File: src/design/dcfg_pkg.sv
// constants for the peripheral enable, pin select and lock block
package dcfg_pkg;
    // byte addresses on the configuration bus
    localparam logic [31:0] DCFG_PERIPH_SEL_ADDR = 32'h01b3f000;
    localparam logic [31:0] DCFG_LOCK_ADDR       = 32'h01b3f018;
    // unlock key, all 32 bits compared
    localparam logic [31:0] DCFG_UNLOCK_KEY      = 32'h10c0010c;
    // field positions in peripheral_enable_select
    localparam int DCFG_AUDIO_SEL_BIT   = 0;
    localparam int DCFG_SERIAL0_SEL_BIT = 1;
    localparam int DCFG_SERIAL1_SEL_BIT = 2;
    localparam int DCFG_TWO_WIRE_BIT    = 3;
    localparam int DCFG_VIDEO0_BIT      = 4;
    localparam int DCFG_VIDEO1_BIT      = 5;
    // implemented width of peripheral_enable_select
    localparam int DCFG_SEL_W = 6;
    // values after reset
    localparam logic [5:0] DCFG_SEL_RESET  = 6'h06;
    localparam logic       DCFG_LOCK_RESET = 1'h1;
    // cycles software waits after enabling before it touches a port
    localparam int DCFG_ENABLE_WAIT = 128;
endpackage

File: src/design/dcfg_pin_route.sv
// registered ownership decode for the shared video, serial and audio pins
`timescale 1ns/1ps
`default_nettype none
module dcfg_pin_route
    import dcfg_pkg::*;
(
    // clock and reset
    input  wire logic clock,
    input  wire logic rst_n,
    // configuration bits from the register
    input  wire logic video0_on_in,
    input  wire logic video1_on_in,
    input  wire logic two_wire_in,
    input  wire logic serial0_pin_select,
    input  wire logic serial1_pin_select,
    input  wire logic audio_pin_select,
    // registered enables and pin ownership
    output logic      video0_on,
    output logic      video1_on,
    output logic      two_wire_port_on,
    output logic      serial0_on,
    output logic      serial1_on,
    output logic      audio_on,
    output logic      video0_low_pins,
    output logic      video1_low_pins,
    output logic      video_upper_pins
);
    // all state of the decode
    typedef struct packed {
        logic v0;     // video port 0 powered
        logic v1;     // video port 1 powered
        logic tw;     // two-wire port powered
        logic s0;     // serial port 0 owns its pins
        logic s1;     // serial port 1 owns its pins
        logic au;     // audio port owns upper pins
        logic v0_lo;  // video 0 lower pins live
        logic v1_lo;  // video 1 lower pins live
        logic v_up;   // video upper pins live
    } dcfg_route_s;

    dcfg_route_s q;  // registered state
    dcfg_route_s d;  // next state

    // one cycle of delay keeps every pin-select output glitch free
    always_comb begin
        d.v0    = video0_on_in;
        d.v1    = video1_on_in;
        d.tw    = two_wire_in;
        d.s0    = serial0_pin_select;
        d.s1    = serial1_pin_select;
        d.au    = audio_pin_select;
        // lower pins ignore the audio select on purpose
        d.v0_lo = video0_on_in & ~serial0_pin_select;
        d.v1_lo = video1_on_in & ~serial1_pin_select;
        // upper pins of both ports go to audio as one group
        d.v_up  = ~audio_pin_select;
    end

    // register the decode; defaults match register reset
    always_ff @(posedge clock or negedge rst_n) begin
        if (!rst_n) begin
            q <= '{v0:    DCFG_SEL_RESET[DCFG_VIDEO0_BIT],
                   v1:    DCFG_SEL_RESET[DCFG_VIDEO1_BIT],
                   tw:    DCFG_SEL_RESET[DCFG_TWO_WIRE_BIT],
                   s0:    DCFG_SEL_RESET[DCFG_SERIAL0_SEL_BIT],
                   s1:    DCFG_SEL_RESET[DCFG_SERIAL1_SEL_BIT],
                   au:    DCFG_SEL_RESET[DCFG_AUDIO_SEL_BIT],
                   v0_lo: DCFG_SEL_RESET[DCFG_VIDEO0_BIT] & ~DCFG_SEL_RESET[DCFG_SERIAL0_SEL_BIT],
                   v1_lo: DCFG_SEL_RESET[DCFG_VIDEO1_BIT] & ~DCFG_SEL_RESET[DCFG_SERIAL1_SEL_BIT],
                   v_up:  ~DCFG_SEL_RESET[DCFG_AUDIO_SEL_BIT]};
        end else begin
            q <= d;
        end
    end

    assign video0_on        = q.v0;
    assign video1_on        = q.v1;
    assign two_wire_port_on = q.tw;
    assign serial0_on       = q.s0;
    assign serial1_on       = q.s1;
    assign audio_on         = q.au;
    assign video0_low_pins  = q.v0_lo;
    assign video1_low_pins  = q.v1_lo;
    assign video_upper_pins = q.v_up;

    // lower pins of port 0 follow only its own bits
    a_low0_owner: assert property (@(posedge clock) disable iff (!rst_n)
        ##1 video0_low_pins == ($past(video0_on_in) && !$past(serial0_pin_select)))
        else $error("video 0 lower pin owner wrong");
    // lower pins of port 1 follow only its own bits
    a_low1_owner: assert property (@(posedge clock) disable iff (!rst_n)
        ##1 video1_low_pins == ($past(video1_on_in) && !$past(serial1_pin_select)))
        else $error("video 1 lower pin owner wrong");
    // upper pins and audio follow the select and are never both live
    a_upper_exclusive: assert property (@(posedge clock) disable iff (!rst_n)
        audio_on == $past(audio_pin_select) && video_upper_pins == !$past(audio_pin_select))
        else $error("audio and video upper pins overlap");
endmodule
`default_nettype wire

File: src/design/dcfg_top.sv
// peripheral enable, shared pin select and key-protected lock registers
`timescale 1ns/1ps
`default_nettype none
// Rules for this block and the software that drives it
// bit 4 powers video port 0
// bit 3 powers two-wire port
// bit 2 gives pins to serial port 1
// bit 1 gives pins to serial port 0
// bit 0 gives upper pins to audio
// lower pins ignore the audio select
// video 1 upper pins carry audio data
// video 0 upper pins carry audio clocks
// video 1 pins 2-8 carry serial port 1
// software enables each port before use
// software avoids runtime pin function changes
// full key write unlocks the register
// lock read shows state, resets locked
// locked writes to config are ignored
// config reads ignore the lock
// lock upper bits read zero
// any config write relocks
// software waits 128 cycles after enable
// bit 5 powers video port 1
// only exact key match unlocks
module dcfg_top
    import dcfg_pkg::*;
(
    // clock and reset
    input  wire logic        clock,
    input  wire logic        rst_n,
    // configuration bus from the cpu
    input  wire logic        cfg_req,
    input  wire logic        cfg_we,
    input  wire logic [31:0] cfg_addr,
    input  wire logic [31:0] cfg_wdata,
    output logic      [31:0] cfg_rdata,
    output logic             cfg_ack,
    // lock state seen by the rest of the chip
    output logic             lock_state_flag,
    // peripheral power enables and serial and audio pin selects
    output logic             video0_on,
    output logic             video1_on,
    output logic             two_wire_port_on,
    output logic             serial0_on,
    output logic             serial1_on,
    output logic             audio_on,
    // shared pin ownership
    output logic             video0_low_pins,
    output logic             video1_low_pins,
    output logic             video_upper_pins
);
    // all register state of the block
    typedef struct packed {
        logic [DCFG_SEL_W-1:0] sel;    // peripheral_enable_select contents
        logic                  locked; // lock state
        logic                  ack;    // bus answer strobe
        logic [31:0]           rdata;  // bus read data
    } dcfg_state_s;

    dcfg_state_s q;  // registered state
    dcfg_state_s d;  // next state

    // decoded bus cycle
    logic hit_sel;   // addresses the config register
    logic hit_lock;  // addresses the lock register
    logic wr_sel;    // write to config register
    logic wr_lock;   // write to lock register

    // full 32-bit address compare: the rest of the block reads zero
    // instead of aliasing, so a stray pointer cannot hit the lock by accident
    assign hit_sel  = (cfg_addr == DCFG_PERIPH_SEL_ADDR);
    assign hit_lock = (cfg_addr == DCFG_LOCK_ADDR);
    assign wr_sel   = cfg_req & cfg_we & hit_sel;
    assign wr_lock  = cfg_req & cfg_we & hit_lock;

    // next state: bus decode, lock handling, read mux
    always_comb begin
        d       = q;
        d.ack   = cfg_req;      // every request answered next cycle
        d.rdata = 32'h00000000; // unmapped and writes read zero
        if (wr_lock) begin
            // anything but the exact key leaves it locked
            d.locked = (cfg_wdata != DCFG_UNLOCK_KEY);
        end
        // relock is unconditional: a dropped write still closes the lock,
        // so a stray write can never leave the register open
        if (wr_sel) begin
            if (!q.locked) begin
                // upper bits are reserved and dropped
                d.sel = cfg_wdata[DCFG_SEL_W-1:0];
            end
            d.locked = 1'b1;
        end
        if (cfg_req && !cfg_we) begin
            if (hit_sel) begin
                // read is the same whether locked or not
                d.rdata = {{(32-DCFG_SEL_W){1'b0}}, q.sel};
            end else if (hit_lock) begin
                d.rdata = {31'h00000000, q.locked};
            end
        end
    end

    // single register stage for all state
    always_ff @(posedge clock or negedge rst_n) begin
        if (!rst_n) begin
            q <= '{sel: DCFG_SEL_RESET, locked: DCFG_LOCK_RESET,
                   ack: 1'b0, rdata: 32'h00000000};
        end else begin
            q <= d;
        end
    end

    assign cfg_ack         = q.ack;
    assign cfg_rdata       = q.rdata;
    assign lock_state_flag = q.locked;

    // pin ownership decode; adds one cycle after a register change,
    // well inside the wait software keeps before touching a port
    dcfg_pin_route u_route (
        .clock              (clock),
        .rst_n              (rst_n),
        .video0_on_in       (q.sel[DCFG_VIDEO0_BIT]),
        .video1_on_in       (q.sel[DCFG_VIDEO1_BIT]),
        .two_wire_in        (q.sel[DCFG_TWO_WIRE_BIT]),
        .serial0_pin_select (q.sel[DCFG_SERIAL0_SEL_BIT]),
        .serial1_pin_select (q.sel[DCFG_SERIAL1_SEL_BIT]),
        .audio_pin_select   (q.sel[DCFG_AUDIO_SEL_BIT]),
        .video0_on          (video0_on),
        .video1_on          (video1_on),
        .two_wire_port_on   (two_wire_port_on),
        .serial0_on         (serial0_on),
        .serial1_on         (serial1_on),
        .audio_on           (audio_on),
        .video0_low_pins    (video0_low_pins),
        .video1_low_pins    (video1_low_pins),
        .video_upper_pins   (video_upper_pins)
    );

    // lock behaviour

    // exact key unlocks on the next edge
    a_key_unlock: assert property (@(posedge clock) disable iff (!rst_n)
        (wr_lock && cfg_wdata == DCFG_UNLOCK_KEY && !wr_sel) |=> !lock_state_flag)
        else $error("key write did not unlock");
    // wrong key leaves the lock engaged
    a_bad_key: assert property (@(posedge clock) disable iff (!rst_n)
        (wr_lock && cfg_wdata != DCFG_UNLOCK_KEY) |=> lock_state_flag)
        else $error("wrong key unlocked");
    // config write always relocks
    a_write_relock: assert property (@(posedge clock) disable iff (!rst_n)
        wr_sel |=> lock_state_flag)
        else $error("config write left it unlocked");
    // reads never disturb the lock
    a_read_quiet: assert property (@(posedge clock) disable iff (!rst_n)
        (cfg_req && !cfg_we) |=> $stable(lock_state_flag))
        else $error("read changed the lock");

    // enables and pin ownership after a write

    // locked write changes no enable, seen at the enables two edges on
    a_locked_ignore: assert property (@(posedge clock) disable iff (!rst_n)
        (wr_sel && lock_state_flag) |=> ##1
        ($stable(video0_on) && $stable(video1_on) && $stable(two_wire_port_on) &&
         $stable(serial0_on) && $stable(serial1_on) && $stable(audio_on)))
        else $error("locked write changed config");
    // unlocked write lands in the video 1 and two-wire enables two edges on
    a_unlocked_take: assert property (@(posedge clock) disable iff (!rst_n)
        (wr_sel && !lock_state_flag) |=> ##1
        (video1_on == $past(cfg_wdata[DCFG_VIDEO1_BIT], 2) &&
         two_wire_port_on == $past(cfg_wdata[DCFG_TWO_WIRE_BIT], 2)))
        else $error("unlocked write not applied");
    // video 0 power and its lower pins follow the write
    a_video0_take: assert property (@(posedge clock) disable iff (!rst_n)
        (wr_sel && !lock_state_flag) |=> ##1
        (video0_on == $past(cfg_wdata[DCFG_VIDEO0_BIT], 2) &&
         serial0_on == $past(cfg_wdata[DCFG_SERIAL0_SEL_BIT], 2) &&
         video0_low_pins == ($past(cfg_wdata[DCFG_VIDEO0_BIT], 2) &&
                             !$past(cfg_wdata[DCFG_SERIAL0_SEL_BIT], 2))))
        else $error("video 0 write not applied");
    // serial port 1 against the video 1 lower pins
    a_serial1_take: assert property (@(posedge clock) disable iff (!rst_n)
        (wr_sel && !lock_state_flag) |=> ##1
        (serial1_on == $past(cfg_wdata[DCFG_SERIAL1_SEL_BIT], 2) &&
         video1_low_pins == ($past(cfg_wdata[DCFG_VIDEO1_BIT], 2) &&
                             !$past(cfg_wdata[DCFG_SERIAL1_SEL_BIT], 2))))
        else $error("serial 1 write not applied");
    // audio select moves both upper groups as one
    a_audio_take: assert property (@(posedge clock) disable iff (!rst_n)
        (wr_sel && !lock_state_flag) |=> ##1
        (audio_on == $past(cfg_wdata[DCFG_AUDIO_SEL_BIT], 2) &&
         video_upper_pins == !$past(cfg_wdata[DCFG_AUDIO_SEL_BIT], 2)))
        else $error("audio write not applied");

    // bus answers

    // config read answers next cycle with contents, locked or not
    a_cfg_read: assert property (@(posedge clock) disable iff (!rst_n)
        (cfg_req && !cfg_we && hit_sel) |=>
        cfg_ack && cfg_rdata[31:DCFG_SEL_W] == '0 && cfg_rdata[DCFG_SEL_W-1:0] == $past(q.sel))
        else $error("config read wrong");
    // lock read returns state in bit 0 and zeros above
    a_lock_read: assert property (@(posedge clock) disable iff (!rst_n)
        (cfg_req && !cfg_we && hit_lock) |=>
        cfg_ack && cfg_rdata == {31'h00000000, $past(lock_state_flag)})
        else $error("lock read wrong");
    // writes to other addresses touch neither register
    a_unmapped_quiet: assert property (@(posedge clock) disable iff (!rst_n)
        (cfg_req && cfg_we && !hit_sel && !hit_lock) |=>
        ($stable(lock_state_flag) && $stable(q.sel)))
        else $error("stray write changed a register");
    // every request answered exactly one cycle later
    a_ack_timing: assert property (@(posedge clock) disable iff (!rst_n)
        cfg_ack == $past(cfg_req))
        else $error("answer strobe out of step");
    // read data is zero outside the cycle after a read
    a_rdata_idle: assert property (@(posedge clock) disable iff (!rst_n)
        !(cfg_req && !cfg_we) |=> cfg_rdata == 32'h00000000)
        else $error("read data left standing");
    // config holds still without a write
    a_sel_hold: assert property (@(posedge clock) disable iff (!rst_n)
        !wr_sel |=> $stable(q.sel))
        else $error("config changed without write");
endmodule
`default_nettype wire

File: config.mk
export PLATFORM = sky130hd
export DESIGN_NAME = dcfg_top
export DESIGN_NICKNAME = d
export VERILOG_FILES = /design/src/design/dcfg_pkg.sv /design/src/design/dcfg_pin_route.sv /design/src/design/dcfg_top.sv
export SDC_FILE = /design/constraint.sdc
export NUM_CORES = 1
export LEC_CHECK = 0
export ABC_AREA = 0
export CORE_UTILIZATION = 40
export DETAILED_ROUTE_END_ITERATION = 12
export DONT_BUFFER_PORTS = 1
export GPL_ROUTABILITY_DRIVEN = 1
export HOLD_SLACK_MARGIN = 0.1
export SLEW_MARGIN = 20
export SYNTH_ARGS = -nofsm -noshare
export SYNTH_HDL_FRONTEND = slang
export SYNTH_SLANG_ARGS = --single-unit
File: constraint.sdc
create_clock -name clock -period 1.6 [get_ports clock]
set_clock_uncertainty 0.2 [all_clocks]
set_input_delay 0.16 -clock clock [delete_from_list [all_inputs] [get_ports clock]]
set_output_delay 0.16 -clock clock [all_outputs]
set_load 0.005 [all_outputs]
==> flow_summary.ini <==
[routing]
totalWireLength_mm = 2.20
num_vias = 774
routedWlPerCell_um = 14.2
ant_nets = 0
drtIter0Drc = 18
drc = 0
drtPass1Iterations = 4
vias_per_cell = 4.99

[final_layout]
diodes = 0
final_cells = 155
most-common-layout-cells = conb_1 (26), dfrtp_1 (17), dlygate4sd3_1 (13)
final_util = 0.485
fin_area_um2 = 1350
mostFrequentLayoutCell = conb_1
nNetsFinal = 193
drive_gt1_frac = 0.242
synthToLayoutAreaGrowth_pct = 13.0

[clocking]
cts_tree = yes
cts_buffers = 3
clock_latency_ns = 0.30
cts_root_buf = clkbuf_4
cts.sinks = 23
h-tree-depth = 1
path_clk_slew_ns = 0.12
clockBufferDepth = 2

[pwr]
total_power_uw = 913
powerDensity_nw_per_um2 = 676
p_sw_frac = 0.215
seqPwrFrac = 0.640
power_frac_comb = 0.083
p_leak_nw = 0.624
internal-power_uw = 716
ir_drop_uv = 390
pwr-share-clk = 0.277
p_switching_uw = 197

[yosys]
yosysWarnings = 0
synth_cell_types = 28
ys_seq_area_frac = 0.488
synthCells = 102
avgSynthCellArea_um2 = 11.7
netlist_area_um2 = 1190
ys_seq_elements = 23

[timing]
finalCritPeriodShare = 1.10
setup_violations = 12
drv_slew = 0
setup_ws_ns = -0.165
hold-worst-slack_ns = -0.201
finalHoldViolCount = 2
max_freq_mhz = 567
grt_setup_unrepaired = true
min_period_ns = 1.76

[grt]
grt_pass1_vias = 694
grt_max_degree = 24
grt_overflow_total = 0
grt_util_all_layers = 0.127
antenna_found_initial = 0
grt_pass1_wl_mm = 3.09

[placed_design]
place_congestion = 0.693
place_area_um2 = 1160
place_hpwl_mm = 1.73
portBuffers = 0
dp_cells = 136

[min_path]
min-delay-start = cfg_wdata[0]
hold_depth = 1
hold-path-endpoint = q[34]
hold_class = in2reg

[floorplan]
core-area_um2 = 2780
rows = 19
initial_core_util = 0.430
die_area_um2 = 3210
die_x_um = 56.7
die_h_um = 56.7
ios = 111

[setup_path]
cp.required_ns = 1.59
cp_max_fo = 6
reg2reg_to = q[38]
r2r_cells = 2
reg2reg_from = lock_state_flag
crit_path_end_kind = flip-flop
ff2ff_setup_slack_ns = 0.15
arrival_ns = 1.75
path_class = in2reg
setup.worst_path.start_class = input pin

[outcome]
outcome = complete, but fails checks
violations = negative hold slack, negative setup slack

[run]
max_cap_violations = 0
==> repair_timing <==
action                                  4_1_cts  5_1_grt
hold buffers                                  9        5
gates cloned                                  0        0
buffers inserted                              1        1
pin swaps                                     0        4
endpoints found under the setup margin        6       12
hold endpoints to repair                     37       32
gates resized for setup                       1        6
==> power groups by stage <==
stage / combinational [mW] / clock, mW / sequential [mW]
detailed placement: 0.0336 / 0 / 0.595
global route: 0.0870 / 0.285 / 0.584
CTS: 0.0637 / 0.262 / 0.584
global placement: 0.0330 / 0 / 0.595
finish: 0.0757 / 0.253 / 0.584
floorplan: 0.0752 / 0 / 0.594
==> cells in the mapped netlist <==
master | instances | area share
and4b_1 | 1 | 0.0084
or3_1 | 1 | 0.0052
nor3b_1 | 1 | 0.0063
nor4bb_1 | 2 | 0.017
nand4b_1 | 1 | 0.0073
and2_1 | 6 | 0.031
mux2_2 | 1 | 0.0094
conb_1 | 1 | 0.0031
nand4_1 | 4 | 0.021
o21ai_0 | 2 | 0.0084
buf_4 | 26 | 0.16
a22oi_1 | 1 | 0.0063
inv_1 | 1 | 0.0031
dfrtp_1 | 17 | 0.36
nor3_1 | 1 | 0.0042
nand3_1 | 1 | 0.0042
and4bb_1 | 1 | 0.010
or4_4 | 1 | 0.0094
nor2_1 | 4 | 0.013
mux2_4 | 6 | 0.075
nor4_1 | 6 | 0.031
and3_1 | 1 | 0.0052
nor2b_1 | 2 | 0.010
dfstp_2 | 6 | 0.13
nor4_4 | 1 | 0.018
buf_6 | 1 | 0.0094
nand2_1 | 3 | 0.0094
nor4b_1 | 3 | 0.022
==> metal layers <==
| metal | vias up | GRT usage | part of all wire |
|---|---|---|---|
| met5 | - | 0 | 0 |
| met4 | 0 | 0.0523 | 0.0064 |
| met3 | 2 | 0.0207 | 0.089 |
| met2 | 62 | 0.244 | 0.56 |
| met1 | 355 | 0.134 | 0.34 |
| li1 | 355 | - | - |
==> final cells by class <==
cell class	instances	area, µm²
Timing Repair Buffer	20	180
Fill cell	262	1430
Inverter	1	3.75
Tap cell	31	38.8
Sequential cell	23	583
Clock buffer	4	26.3
Multi-Input combinational cell	76	518
==> critical path, cell delays in order <==
cell      delay, ns
or4_4          0.52
and4bb_1       0.30
nand2_2        0.07
or3_4          0.39
mux2_4         0.31
==> cells by family (layout without fill, tap and decap cells) <==
logic type | Yosys count | after routing | share of synthesized area
multiplexers | 7 | 7 | 0.0848
flip-flops | 23 | 23 | 0.488
AO/OA/AOI/OAI | 3 | 3 | 0.0147
AND/OR/NAND/NOR | 40 | 40 | 0.234
buffers and inverters | 28 | 25 | 0.176
other | 1 | 26 | 0.00314
==> worst max path at each step <==
stage	startpoint	to	slack, ns	depth (start not counted)
2_1_floorplan	cfg_addr[9]	q[34]	-0.48	6
3_3_place_gp	cfg_addr[9]	q[37]	-0.57	5
3_5_place_dp	cfg_addr[9]	q[38]	-0.61	5
4_1_cts	cfg_addr[9]	q[38]	-0.16	5
5_1_grt	cfg_addr[4]	cfg_rdata[2]	-0.20	7
6_report	cfg_addr[9]	q[38]	-0.16	5
==> stage by stage <==
stage	hold WS, ns	setup TNS, ns	setup slack (ns)
final	-0.201	-1.33	-0.165
after global routing	-0.211	-2.10	-0.198
after CTS	-0.208	-0.946	-0.159
after detailed placement	-0.335	-4.02	-0.609
after global placement	-0.335	-3.95	-0.570
after floorplan	-0.336	-2.91	-0.477
No activity file was read; power rests on OpenSTA's default activity.
